`src/common/aogt_pkg.sv`:
```
// ---------------------------------------------------------------------------
// constants for the offset and fine gain trim register bank
// ---------------------------------------------------------------------------
package aogt_pkg;

    // ------------------------------------------------------------------------
    // bus geometry
    // ------------------------------------------------------------------------
    localparam int ADDR_W = 12;  // register address width
    localparam int DATA_W = 16;  // register data width

    // ------------------------------------------------------------------------
    // register addresses
    // ------------------------------------------------------------------------
    localparam logic [11:0] ADDR_OFFSET_TRIM_CORE2_INPUT_B = 12'h336;
    localparam logic [11:0] ADDR_OFFSET_TRIM_CORE3_INPUT_C = 12'h338;
    localparam logic [11:0] ADDR_OFFSET_TRIM_CORE3_INPUT_D = 12'h33a;
    localparam logic [11:0] ADDR_OFFSET_TRIM_CORE4 = 12'h33c;
    localparam logic [11:0] ADDR_OFFSET_TRIM_CORE5 = 12'h33e;
    localparam logic [11:0] ADDR_FINE_GAIN_CORE0 = 12'h360;
    localparam logic [11:0] ADDR_FINE_GAIN_CORE1 = 12'h361;
    localparam logic [11:0] ADDR_FINE_GAIN_CORE2_INPUT_A = 12'h362;
    localparam logic [11:0] ADDR_TRIM_STATUS = 12'h3f0;   // load status
    localparam logic [11:0] ADDR_TRIM_CONTROL = 12'h3f2;  // reload command

    // ------------------------------------------------------------------------
    // field layout
    // ------------------------------------------------------------------------
    localparam int OFS_FIELD_W = 12;  // offset field bits 11:0
    localparam int GAIN_FIELD_W = 5;  // gain field bits 4:0
    localparam int NUM_OFS = 5;       // offset trim registers held here
    localparam int NUM_GAIN = 3;      // gain trim registers held here
    localparam int NUM_FUSE = 8;      // fuse words, offsets first then gains
    localparam int STAT_DONE_BIT = 0;      // fuse load has completed
    localparam int STAT_BUSY_BIT = 1;      // fuse load in progress
    localparam int STAT_CAL_BIT = 2;       // offset calibration running
    localparam int CTRL_RELOAD_BIT = 0;    // write 1 to reload from fuses

    // ------------------------------------------------------------------------
    // reset values
    // ------------------------------------------------------------------------
    localparam logic [11:0] OFS_RESET = 12'h000;
    localparam logic [4:0] GAIN_RESET = 5'h00;
    localparam logic [15:0] RDATA_RESET = 16'h0000;

    // ------------------------------------------------------------------------
    // carriers
    // ------------------------------------------------------------------------
    typedef struct packed {
        logic [11:0] addr;   // register address
        logic [15:0] wdata;  // write data
        logic wr;            // write strobe
        logic rd;            // read strobe
    } aogt_bus_req_type;

endpackage : aogt_pkg

```
`src/verilog/aogt_trim_regs.sv`:
```
// The implementer's own choice: the address-and-strobe port.
`timescale 1ns/10ps
`default_nettype none

// Operation
// - core2 input b uses its offset field
// - core3 keeps separate offsets for c, d
// - cores 4 and 5 use own offsets
// - offset registers load from fuses after reset
// - cores 0,1 gain in bits 4:0
// - core2 gain only on input a
// - gain registers load from fuses after reset
// - offset fields are unsigned values
module aogt_trim_regs #(
    parameter int OFS_W = aogt_pkg::OFS_FIELD_W,   // offset field width
    parameter int GAIN_W = aogt_pkg::GAIN_FIELD_W  // gain field width
) (
    // clock and reset
    input wire logic sys_clk,
    input wire logic rst_n,
    // register port
    input wire aogt_pkg::aogt_bus_req_type bus_req,
    output logic [15:0] bus_rdata,
    // fuse memory read port
    output logic fuse_rd_en,
    output logic [2:0] fuse_rd_index,
    input wire logic [15:0] fuse_rd_data,
    input wire logic fuse_rd_valid,
    // converter core input selection and calibration state
    input wire logic core2_sel_input_b,
    input wire logic core3_sel_input_d,
    input wire logic offset_cal_busy,
    // trim values toward the converter cores
    output logic [OFS_W-1:0] core2_offset,
    output logic core2_offset_valid,
    output logic [OFS_W-1:0] core3_offset,
    output logic [OFS_W-1:0] core4_offset,
    output logic [OFS_W-1:0] core5_offset,
    output logic [GAIN_W-1:0] core0_gain,
    output logic [GAIN_W-1:0] core1_gain,
    output logic [GAIN_W-1:0] core2_gain,
    output logic core2_gain_valid,
    // load status
    output logic fuse_load_done
);

    // ------------------------------------------------------------------------
    // elaboration checks
    // ------------------------------------------------------------------------
    // fields must fit the 16-bit and 8-bit register words
    if (OFS_W < 1 || OFS_W > 12) begin : g_bad_ofs
        $error("offset field width must be 1 to 12");
    end
    if (GAIN_W < 1 || GAIN_W > 5) begin : g_bad_gain
        $error("gain field width must be 1 to 5");
    end

    // ------------------------------------------------------------------------
    // storage
    // ------------------------------------------------------------------------
    // index 0 core2 b, 1 core3 c, 2 core3 d, 3 core4, 4 core5
    logic [OFS_W-1:0] ofs_r [0:aogt_pkg::NUM_OFS-1];
    // index 0 core0, 1 core1, 2 core2 a
    logic [GAIN_W-1:0] gain_r [0:aogt_pkg::NUM_GAIN-1];

    // fuse loader state
    typedef enum logic [1:0] {
        LD_REQ,
        LD_WAIT,
        LD_DONE
    } aogt_load_state_type;

    aogt_load_state_type ld_state_r;  // loader state
    logic [2:0] ld_index_r;           // fuse word being fetched
    logic fuse_rd_en_r;               // one-cycle fuse read request
    logic load_done_r;                // all fuse words stored
    logic [15:0] rdata_r;             // read data, one cycle after strobe

    // ------------------------------------------------------------------------
    // address decode
    // ------------------------------------------------------------------------
    logic ofs_hit;                              // address names an offset
    logic [2:0] ofs_idx;                        // which offset
    logic gain_hit;                             // address names a gain
    logic [1:0] gain_idx;                       // which gain
    logic sw_wr;                                // write allowed this cycle
    logic reload_cmd;                           // reload request written
    logic fuse_store;                           // fuse word arriving now
    logic [OFS_W-1:0] fuse_ofs_val;             // fuse word as offset
    logic [GAIN_W-1:0] fuse_gain_val;           // fuse word as gain

    // decode the offset and gain windows
    always_comb begin
        ofs_hit = 1'b1;
        ofs_idx = 3'h0;
        gain_hit = 1'b1;
        gain_idx = 2'h0;
        unique case (bus_req.addr)
            aogt_pkg::ADDR_OFFSET_TRIM_CORE2_INPUT_B: ofs_idx = 3'h0;
            aogt_pkg::ADDR_OFFSET_TRIM_CORE3_INPUT_C: ofs_idx = 3'h1;
            aogt_pkg::ADDR_OFFSET_TRIM_CORE3_INPUT_D: ofs_idx = 3'h2;
            aogt_pkg::ADDR_OFFSET_TRIM_CORE4: ofs_idx = 3'h3;
            aogt_pkg::ADDR_OFFSET_TRIM_CORE5: ofs_idx = 3'h4;
            default: ofs_hit = 1'b0;
        endcase
        unique case (bus_req.addr)
            aogt_pkg::ADDR_FINE_GAIN_CORE0: gain_idx = 2'h0;
            aogt_pkg::ADDR_FINE_GAIN_CORE1: gain_idx = 2'h1;
            aogt_pkg::ADDR_FINE_GAIN_CORE2_INPUT_A: gain_idx = 2'h2;
            default: gain_hit = 1'b0;
        endcase
    end

    // software writes are held off while fuses are loading, so a half
    // loaded bank is never mixed with software values
    assign sw_wr = bus_req.wr && (ld_state_r == LD_DONE);
    // reload only from the idle loader; a second request mid-load is moot
    assign reload_cmd = sw_wr && (bus_req.addr == aogt_pkg::ADDR_TRIM_CONTROL)
                        && bus_req.wdata[aogt_pkg::CTRL_RELOAD_BIT];
    assign fuse_store = (ld_state_r == LD_WAIT) && fuse_rd_valid;
    // fuse words carry the field in their low bits, reserved bits dropped
    assign fuse_ofs_val = fuse_rd_data[OFS_W-1:0];
    assign fuse_gain_val = fuse_rd_data[GAIN_W-1:0];

    // ------------------------------------------------------------------------
    // fuse loader
    // ------------------------------------------------------------------------
    // walks every fuse word once after reset and again on each reload
    always_ff @(posedge sys_clk) begin
        if (!rst_n) begin
            ld_state_r <= LD_REQ;  // start fetching at the first edge
            ld_index_r <= 3'h0;
            fuse_rd_en_r <= 1'b0;
            load_done_r <= 1'b0;
        end else begin
            fuse_rd_en_r <= 1'b0;
            unique case (ld_state_r)
                // issue one read for the current word
                LD_REQ: begin
                    fuse_rd_en_r <= 1'b1;
                    ld_state_r <= LD_WAIT;
                end
                // hold until the fuse memory answers, then step on
                LD_WAIT: begin
                    if (fuse_rd_valid) begin
                        if (ld_index_r == 3'(aogt_pkg::NUM_FUSE - 1)) begin
                            ld_state_r <= LD_DONE;
                            ld_index_r <= 3'h0;
                            load_done_r <= 1'b1;
                        end else begin
                            ld_index_r <= ld_index_r + 3'h1;
                            ld_state_r <= LD_REQ;
                        end
                    end
                end
                // idle until software asks for a reload
                LD_DONE: begin
                    if (reload_cmd) begin
                        ld_state_r <= LD_REQ;
                        load_done_r <= 1'b0;
                    end
                end
            endcase
        end
    end

    // ------------------------------------------------------------------------
    // offset trim registers
    // ------------------------------------------------------------------------
    // fuse value wins while loading; software writes land only afterwards.
    // writes during offset calibration are dropped so the engine's own
    // result is not overwritten halfway
    always_ff @(posedge sys_clk) begin
        if (!rst_n) begin
            for (int i = 0; i < aogt_pkg::NUM_OFS; i++) begin
                ofs_r[i] <= aogt_pkg::OFS_RESET[OFS_W-1:0];
            end
        end else if (fuse_store && (ld_index_r < 3'(aogt_pkg::NUM_OFS))) begin
            ofs_r[ld_index_r] <= fuse_ofs_val;
        end else if (sw_wr && ofs_hit && !offset_cal_busy) begin
            // only bits 11:0 are kept; reserved bits are not stored
            ofs_r[ofs_idx] <= bus_req.wdata[OFS_W-1:0];
        end
    end

    // ------------------------------------------------------------------------
    // fine gain trim registers
    // ------------------------------------------------------------------------
    // gain fuse words follow the five offset words
    always_ff @(posedge sys_clk) begin
        if (!rst_n) begin
            for (int i = 0; i < aogt_pkg::NUM_GAIN; i++) begin
                gain_r[i] <= aogt_pkg::GAIN_RESET[GAIN_W-1:0];
            end
        end else if (fuse_store && (ld_index_r >= 3'(aogt_pkg::NUM_OFS))) begin
            gain_r[2'(ld_index_r - 3'(aogt_pkg::NUM_OFS))] <= fuse_gain_val;
        end else if (sw_wr && gain_hit) begin
            // bits 7:5 are unused and dropped
            gain_r[gain_idx] <= bus_req.wdata[GAIN_W-1:0];
        end
    end

    // ------------------------------------------------------------------------
    // read port
    // ------------------------------------------------------------------------
    // data appears the cycle after the strobe and is zero otherwise;
    // unmapped addresses and reserved bits read as zero
    always_ff @(posedge sys_clk) begin
        if (!rst_n) begin
            rdata_r <= aogt_pkg::RDATA_RESET;
        end else begin
            rdata_r <= aogt_pkg::RDATA_RESET;
            if (bus_req.rd) begin
                if (ofs_hit) begin
                    // reads during calibration give zero, not a moving value
                    if (!offset_cal_busy) begin
                        rdata_r <= 16'(ofs_r[ofs_idx]);
                    end
                end else if (gain_hit) begin
                    rdata_r <= 16'(gain_r[gain_idx]);
                end else if (bus_req.addr == aogt_pkg::ADDR_TRIM_STATUS) begin
                    rdata_r[aogt_pkg::STAT_DONE_BIT] <= load_done_r;
                    rdata_r[aogt_pkg::STAT_BUSY_BIT] <= (ld_state_r != LD_DONE);
                    rdata_r[aogt_pkg::STAT_CAL_BIT] <= offset_cal_busy;
                end
            end
        end
    end

    // ------------------------------------------------------------------------
    // trim values toward the converter cores
    // ------------------------------------------------------------------------
    logic [OFS_W-1:0] core2_offset_r;   // core2 offset in use
    logic core2_offset_valid_r;         // core2 offset applies now
    logic [OFS_W-1:0] core3_offset_r;   // core3 offset in use
    logic [OFS_W-1:0] core4_offset_r;   // core4 offset
    logic [OFS_W-1:0] core5_offset_r;   // core5 offset
    logic [GAIN_W-1:0] core0_gain_r;    // core0 gain
    logic [GAIN_W-1:0] core1_gain_r;    // core1 gain
    logic [GAIN_W-1:0] core2_gain_r;    // core2 gain in use
    logic core2_gain_valid_r;           // core2 gain applies now

    // offsets pass unsigned, zero extended by the cores, no sign bit
    always_ff @(posedge sys_clk) begin
        if (!rst_n) begin
            core2_offset_r <= aogt_pkg::OFS_RESET[OFS_W-1:0];
            core2_offset_valid_r <= 1'b0;
            core3_offset_r <= aogt_pkg::OFS_RESET[OFS_W-1:0];
            core4_offset_r <= aogt_pkg::OFS_RESET[OFS_W-1:0];
            core5_offset_r <= aogt_pkg::OFS_RESET[OFS_W-1:0];
        end else begin
            // the input a value of core2 lives outside this bank, so the
            // offset is offered only while input b is sampled
            if (core2_sel_input_b) begin
                core2_offset_r <= ofs_r[0];
            end else begin
                core2_offset_r <= aogt_pkg::OFS_RESET[OFS_W-1:0];
            end
            core2_offset_valid_r <= core2_sel_input_b;
            // two independent values, picked by the input in use
            if (core3_sel_input_d) begin
                core3_offset_r <= ofs_r[2];
            end else begin
                core3_offset_r <= ofs_r[1];
            end
            core4_offset_r <= ofs_r[3];
            core5_offset_r <= ofs_r[4];
        end
    end

    // gains follow the registers, core2 only on its first input
    always_ff @(posedge sys_clk) begin
        if (!rst_n) begin
            core0_gain_r <= aogt_pkg::GAIN_RESET[GAIN_W-1:0];
            core1_gain_r <= aogt_pkg::GAIN_RESET[GAIN_W-1:0];
            core2_gain_r <= aogt_pkg::GAIN_RESET[GAIN_W-1:0];
            core2_gain_valid_r <= 1'b0;
        end else begin
            core0_gain_r <= gain_r[0];
            core1_gain_r <= gain_r[1];
            if (!core2_sel_input_b) begin
                core2_gain_r <= gain_r[2];
            end else begin
                core2_gain_r <= aogt_pkg::GAIN_RESET[GAIN_W-1:0];
            end
            core2_gain_valid_r <= !core2_sel_input_b;
        end
    end

    // ------------------------------------------------------------------------
    // output wiring
    // ------------------------------------------------------------------------
    assign bus_rdata = rdata_r;
    assign fuse_rd_en = fuse_rd_en_r;
    assign fuse_rd_index = ld_index_r;
    assign fuse_load_done = load_done_r;
    assign core2_offset = core2_offset_r;
    assign core2_offset_valid = core2_offset_valid_r;
    assign core3_offset = core3_offset_r;
    assign core4_offset = core4_offset_r;
    assign core5_offset = core5_offset_r;
    assign core0_gain = core0_gain_r;
    assign core1_gain = core1_gain_r;
    assign core2_gain = core2_gain_r;
    assign core2_gain_valid = core2_gain_valid_r;

endmodule // aogt_trim_regs

`default_nettype wire

```
`config.mk`:
```
export PLATFORM = sky130hd
export DESIGN_NAME = aogt_trim_regs
export DESIGN_NICKNAME = d
export VERILOG_FILES = /design/src/common/aogt_pkg.sv /design/src/verilog/aogt_trim_regs.sv
export SDC_FILE = /design/constraint.sdc
export NUM_CORES = 1
export LEC_CHECK = 0
export ABC_AREA = 1
export BUFFER_PORTS_ARGS = -buffer_cell sky130_fd_sc_hd__clkbuf_2
export CAP_MARGIN = 20
export CORE_ASPECT_RATIO = 0.75
export CORE_MARGIN = 5
export CORE_UTILIZATION = 25
export CTS_BUF_LIST = sky130_fd_sc_hd__clkbuf_2
export DETAILED_ROUTE_END_ITERATION = 12
export PLACE_DENSITY = 0.5
export SLEW_MARGIN = 20
export SYNTH_ARGS = -nofsm -noshare
export SYNTH_HDL_FRONTEND = slang
export SYNTH_SLANG_ARGS = --single-unit
```
`constraint.sdc`:
```
create_clock -name sys_clk -period 6.4 [get_ports sys_clk]
set_clock_uncertainty 0.05 [all_clocks]
set_input_delay 1.28 -clock sys_clk [delete_from_list [all_inputs] [get_ports sys_clk]]
set_output_delay 1.28 -clock sys_clk [all_outputs]
set_load 0.02 [all_outputs]
```
==> impl_metrics.toml <==
[grt]
antenna_found_initial = 2
grt-ovfl-total = 0
grt_max_degree = 64
grt_pass1_wl_um = 32520
first_global_vias = 5468
grt_use_total_pct = 13.28

[synthesis]
synth_edf_count = 84
ys_types = 32
yosysTopAreaCell = "edfxtp_1"
synth.avg_cell_area_um2 = 8.717
synth_common_cells = "nand2_1, inv_1, nor2_1"
synthArstFlopShare_pct = 0
ys_warn_count = 0
ys_seq_area_share_pct = 59.25
synthTopCellsByArea = "edfxtp_1, dfxtp_1, nand2_1, inv_1, nor2_1"
synth-main-ff-cell = "edfxtp_1"
synth_top_area_share_pct = 35.55
synth.most_common_cell = "nand2_1"
synthCells = 814
syn_area_um2 = 7096
ys_ff_latch = 168

[die]
rows = 53
ios = 138
core_area_um2 = 27980
die_w_um = 204.5
initial_utilization_pct = 25.36
die_h_um = 155.9
fp.dieArea_um2 = 31890

[timing]
fin_crit_ns = 3.747
rsz0062_at_grt = "false"
finalSetupTns_ns = 0
worst_pin_slew_ns = 0.8730
slew_viol_final = 0
relSlewSlack_pct = 41.19
final-hold-violation-count = 0
finalSetupViolations = 0
finalHoldWorstSlack_ns = 0.4305
worst_slack_ns = 2.653
fmax_ghz = 0.2669
period_share_pct = 58.54

[setup_path]
r2r_slack_ns = 2.91
cp_common_cell = "nand2_1"
path_cells = "clkbuf_2 -> inv_1 -> nand2_1 -> nor2_1 -> nand3_2 -> buf_4 -> inv_2 -> nand2_1 -> nand2_1 -> nand2_1 -> nand2_2 -> o21ai_0 -> buf_4"
cp_data_arrival_time_ns = 4.18
cp-start-kind = "input port"
crit_fanout = 46
critPathKind = "in2reg"
required_ns = 6.83
cpPeakStageDelay_ns = 0.82
critPathSlowestCell = "o21ai_0"
worst_setup_path_end_kind = "register"

[routing]
avgRoutedWirePerCell_um = 15.69
via_per_inst = 4.184
ant_nets = 0
firstDrtPassIters = 5
vias = 5603
wl_um = 21010
drt-initial-drc-count = 362
drc = 0

[power_and_ir_drop]
combPwrFrac_pct = 9.6
p_int_w = 0.001341
clockPowerShare_pct = 27.7
p_switching_w = 0.0005585
vdd_ir_drop_max_v = 0.00008447
p_seq_share_pct = 62.7
power_w = 0.001900
p_leak_nw = 4.002
sw_frac_of_total_pct = 29.40
cellPowerDensity_nw_per_um2 = 228.8

[clocking]
ctsHoldBuffers = 0
cts_sinks = 168
cts_setup_buffers = 0
clk_latency_ns = 0.75
numCtsBuffers = 17
cts_tree = "built"
post_cts_resized = 0
cts_root_buffer = "clkbuf_2"
cts.clk_slew.worst_paths_ns = 0.29
cts_max_level = 4
clockBufferDepth = 2

[final_layout]
nNetsFinal = 998
drive_above_1_share_pct = 18.47
stdcell_count = 1339
syn2layout_area_growth_pct = 17.03
fillers = 3079

[placed_design]
io_buffers = 125
dp_hpwl_um = 16020
place_ws_ns = 1.876
gp_congestion = 0.8635
place_inst = 1306

[run]
drv_cap = 0

[hold_path]
min_path_type = "reg2reg"

[status]
status = "finished clean"
-- metrics by stage --
step,instance area [um^2],utilization (%)
finish,8304,29.67
global route,8304,29.67
CTS,8302,29.67
detailed placement,8098,28.94
global placement,8098,28.94
floorplan,7133,-
-- state kept, by name (all words and copies together) (netlist names) --
register	flops
ofs_r	67
core2_offset_valid	1
core4_offset	12
core2_gain	5
core0_gain	5
core1_gain	5
core2_gain_valid	1
ld_state_r	2
fuse_rd_index	3
core5_offset	12
fuse_rd_en	1
core3_offset	12
gain_r	17
core2_offset	12
fuse_load_done	1
bus_rdata	12
-- metal layers --
| layer | routed length [um] | part of all wire (%) | vias to the layer above | global-route usage [%] |
|---|---|---|---|---|
| met4 | 178 | 0.85 | 2 | 2.934 |
| met2 | 7901 | 38 | 179 | 17.35 |
| li1 | - | - | 2838 | - |
| met3 | 1523 | 7.3 | 15 | 3.990 |
| met5 | 7 | 0.033 | - | 0 |
| met1 | 11400 | 54 | 2569 | 21.12 |
-- layout by cell type, fill, tap and decap left out --
cell type	instances
and3_1	1
nand2_1	183
nand3b_1	3
inv_1	120
nand3_2	1
nand4_2	1
o211ai_1	13
nor2_2	4
edfxtp_1	84
o21a_1	6
nor3_1	27
buf_4	5
inv_6	5
inv_8	2
clkinvlp_4	1
nand4_1	1
a211oi_1	1
o22ai_1	1
nor2_1	111
clkbuf_2	144
nand2_2	5
o21ai_1	12
o21bai_1	4
clkinv_1	2
nand3_1	30
clkinv_4	3
clkinv_2	1
a21oi_1	26
o21ai_0	51
dfxtp_1	84
inv_2	1
ha_1	6
nand3_4	1
diode_2	1
conb_1	11
nor2_4	2
-- worst max-delay path, delay by kind of cell --
family | cells | cell delay (ns)
compound gates | 1 | 0.82
simple gates | 7 | 0.85
buf+inv | 5 | 1.19
-- path summary, 6_finish.rpt --
path / from / endpoint / cells past startpoint
setup / recovery: bus_req[18] / ofs_r[2][7] / 13
setup reg to reg: ld_state_r[1] / ofs_r[2][7] / 10
hold / removal: ofs_r[4][11] / core5_offset[11] / 2
hold reg to reg: ofs_r[4][11] / core5_offset[11] / 2
-- layout make-up --
| cell class | instances | area [um^2] | area share [%] |
|---|---|---|---|
| Tap cell | 385 | 481.7 | 5.801 |
| Inverter | 122 | 457.9 | 5.515 |
| Sequential cell | 168 | 4204 | 50.63 |
| Antenna cell | 1 | 2.502 | 0.03013 |
| Clock buffer | 19 | 95.09 | 1.145 |
| Multi-Input combinational cell | 501 | 2291 | 27.59 |
| Timing Repair Buffer | 130 | 663.1 | 7.986 |
| Clock inverter | 13 | 108.9 | 1.311 |
-- power by group through the flow --
stage	clock (W)	combinational (W)	sequential, W
2_1_floorplan	0	0.0000910	0.00123
3_3_place_gp	0	0.000184	0.00121
3_5_place_dp	0	0.000185	0.00121
4_1_cts	0.000550	0.000185	0.00119
5_1_grt	0.000594	0.000206	0.00120
6_report	0.000525	0.000183	0.00119
-- logic make-up (layout without fill, tap and decap cells) --
kind of cell | Yosys count | after routing | share of synthesized area, %
adder cells (fa/ha/maj) | 6 | 6 | 1.058
buffers and inverters | 155 | 284 | 8.993
AND/OR/NAND/NOR | 370 | 370 | 21.74
flip-flops | 168 | 168 | 59.25
AO/OA/AOI/OAI | 114 | 114 | 8.905
other | 1 | 12 | 0.05285
Power figures use the tool's default switching activity.
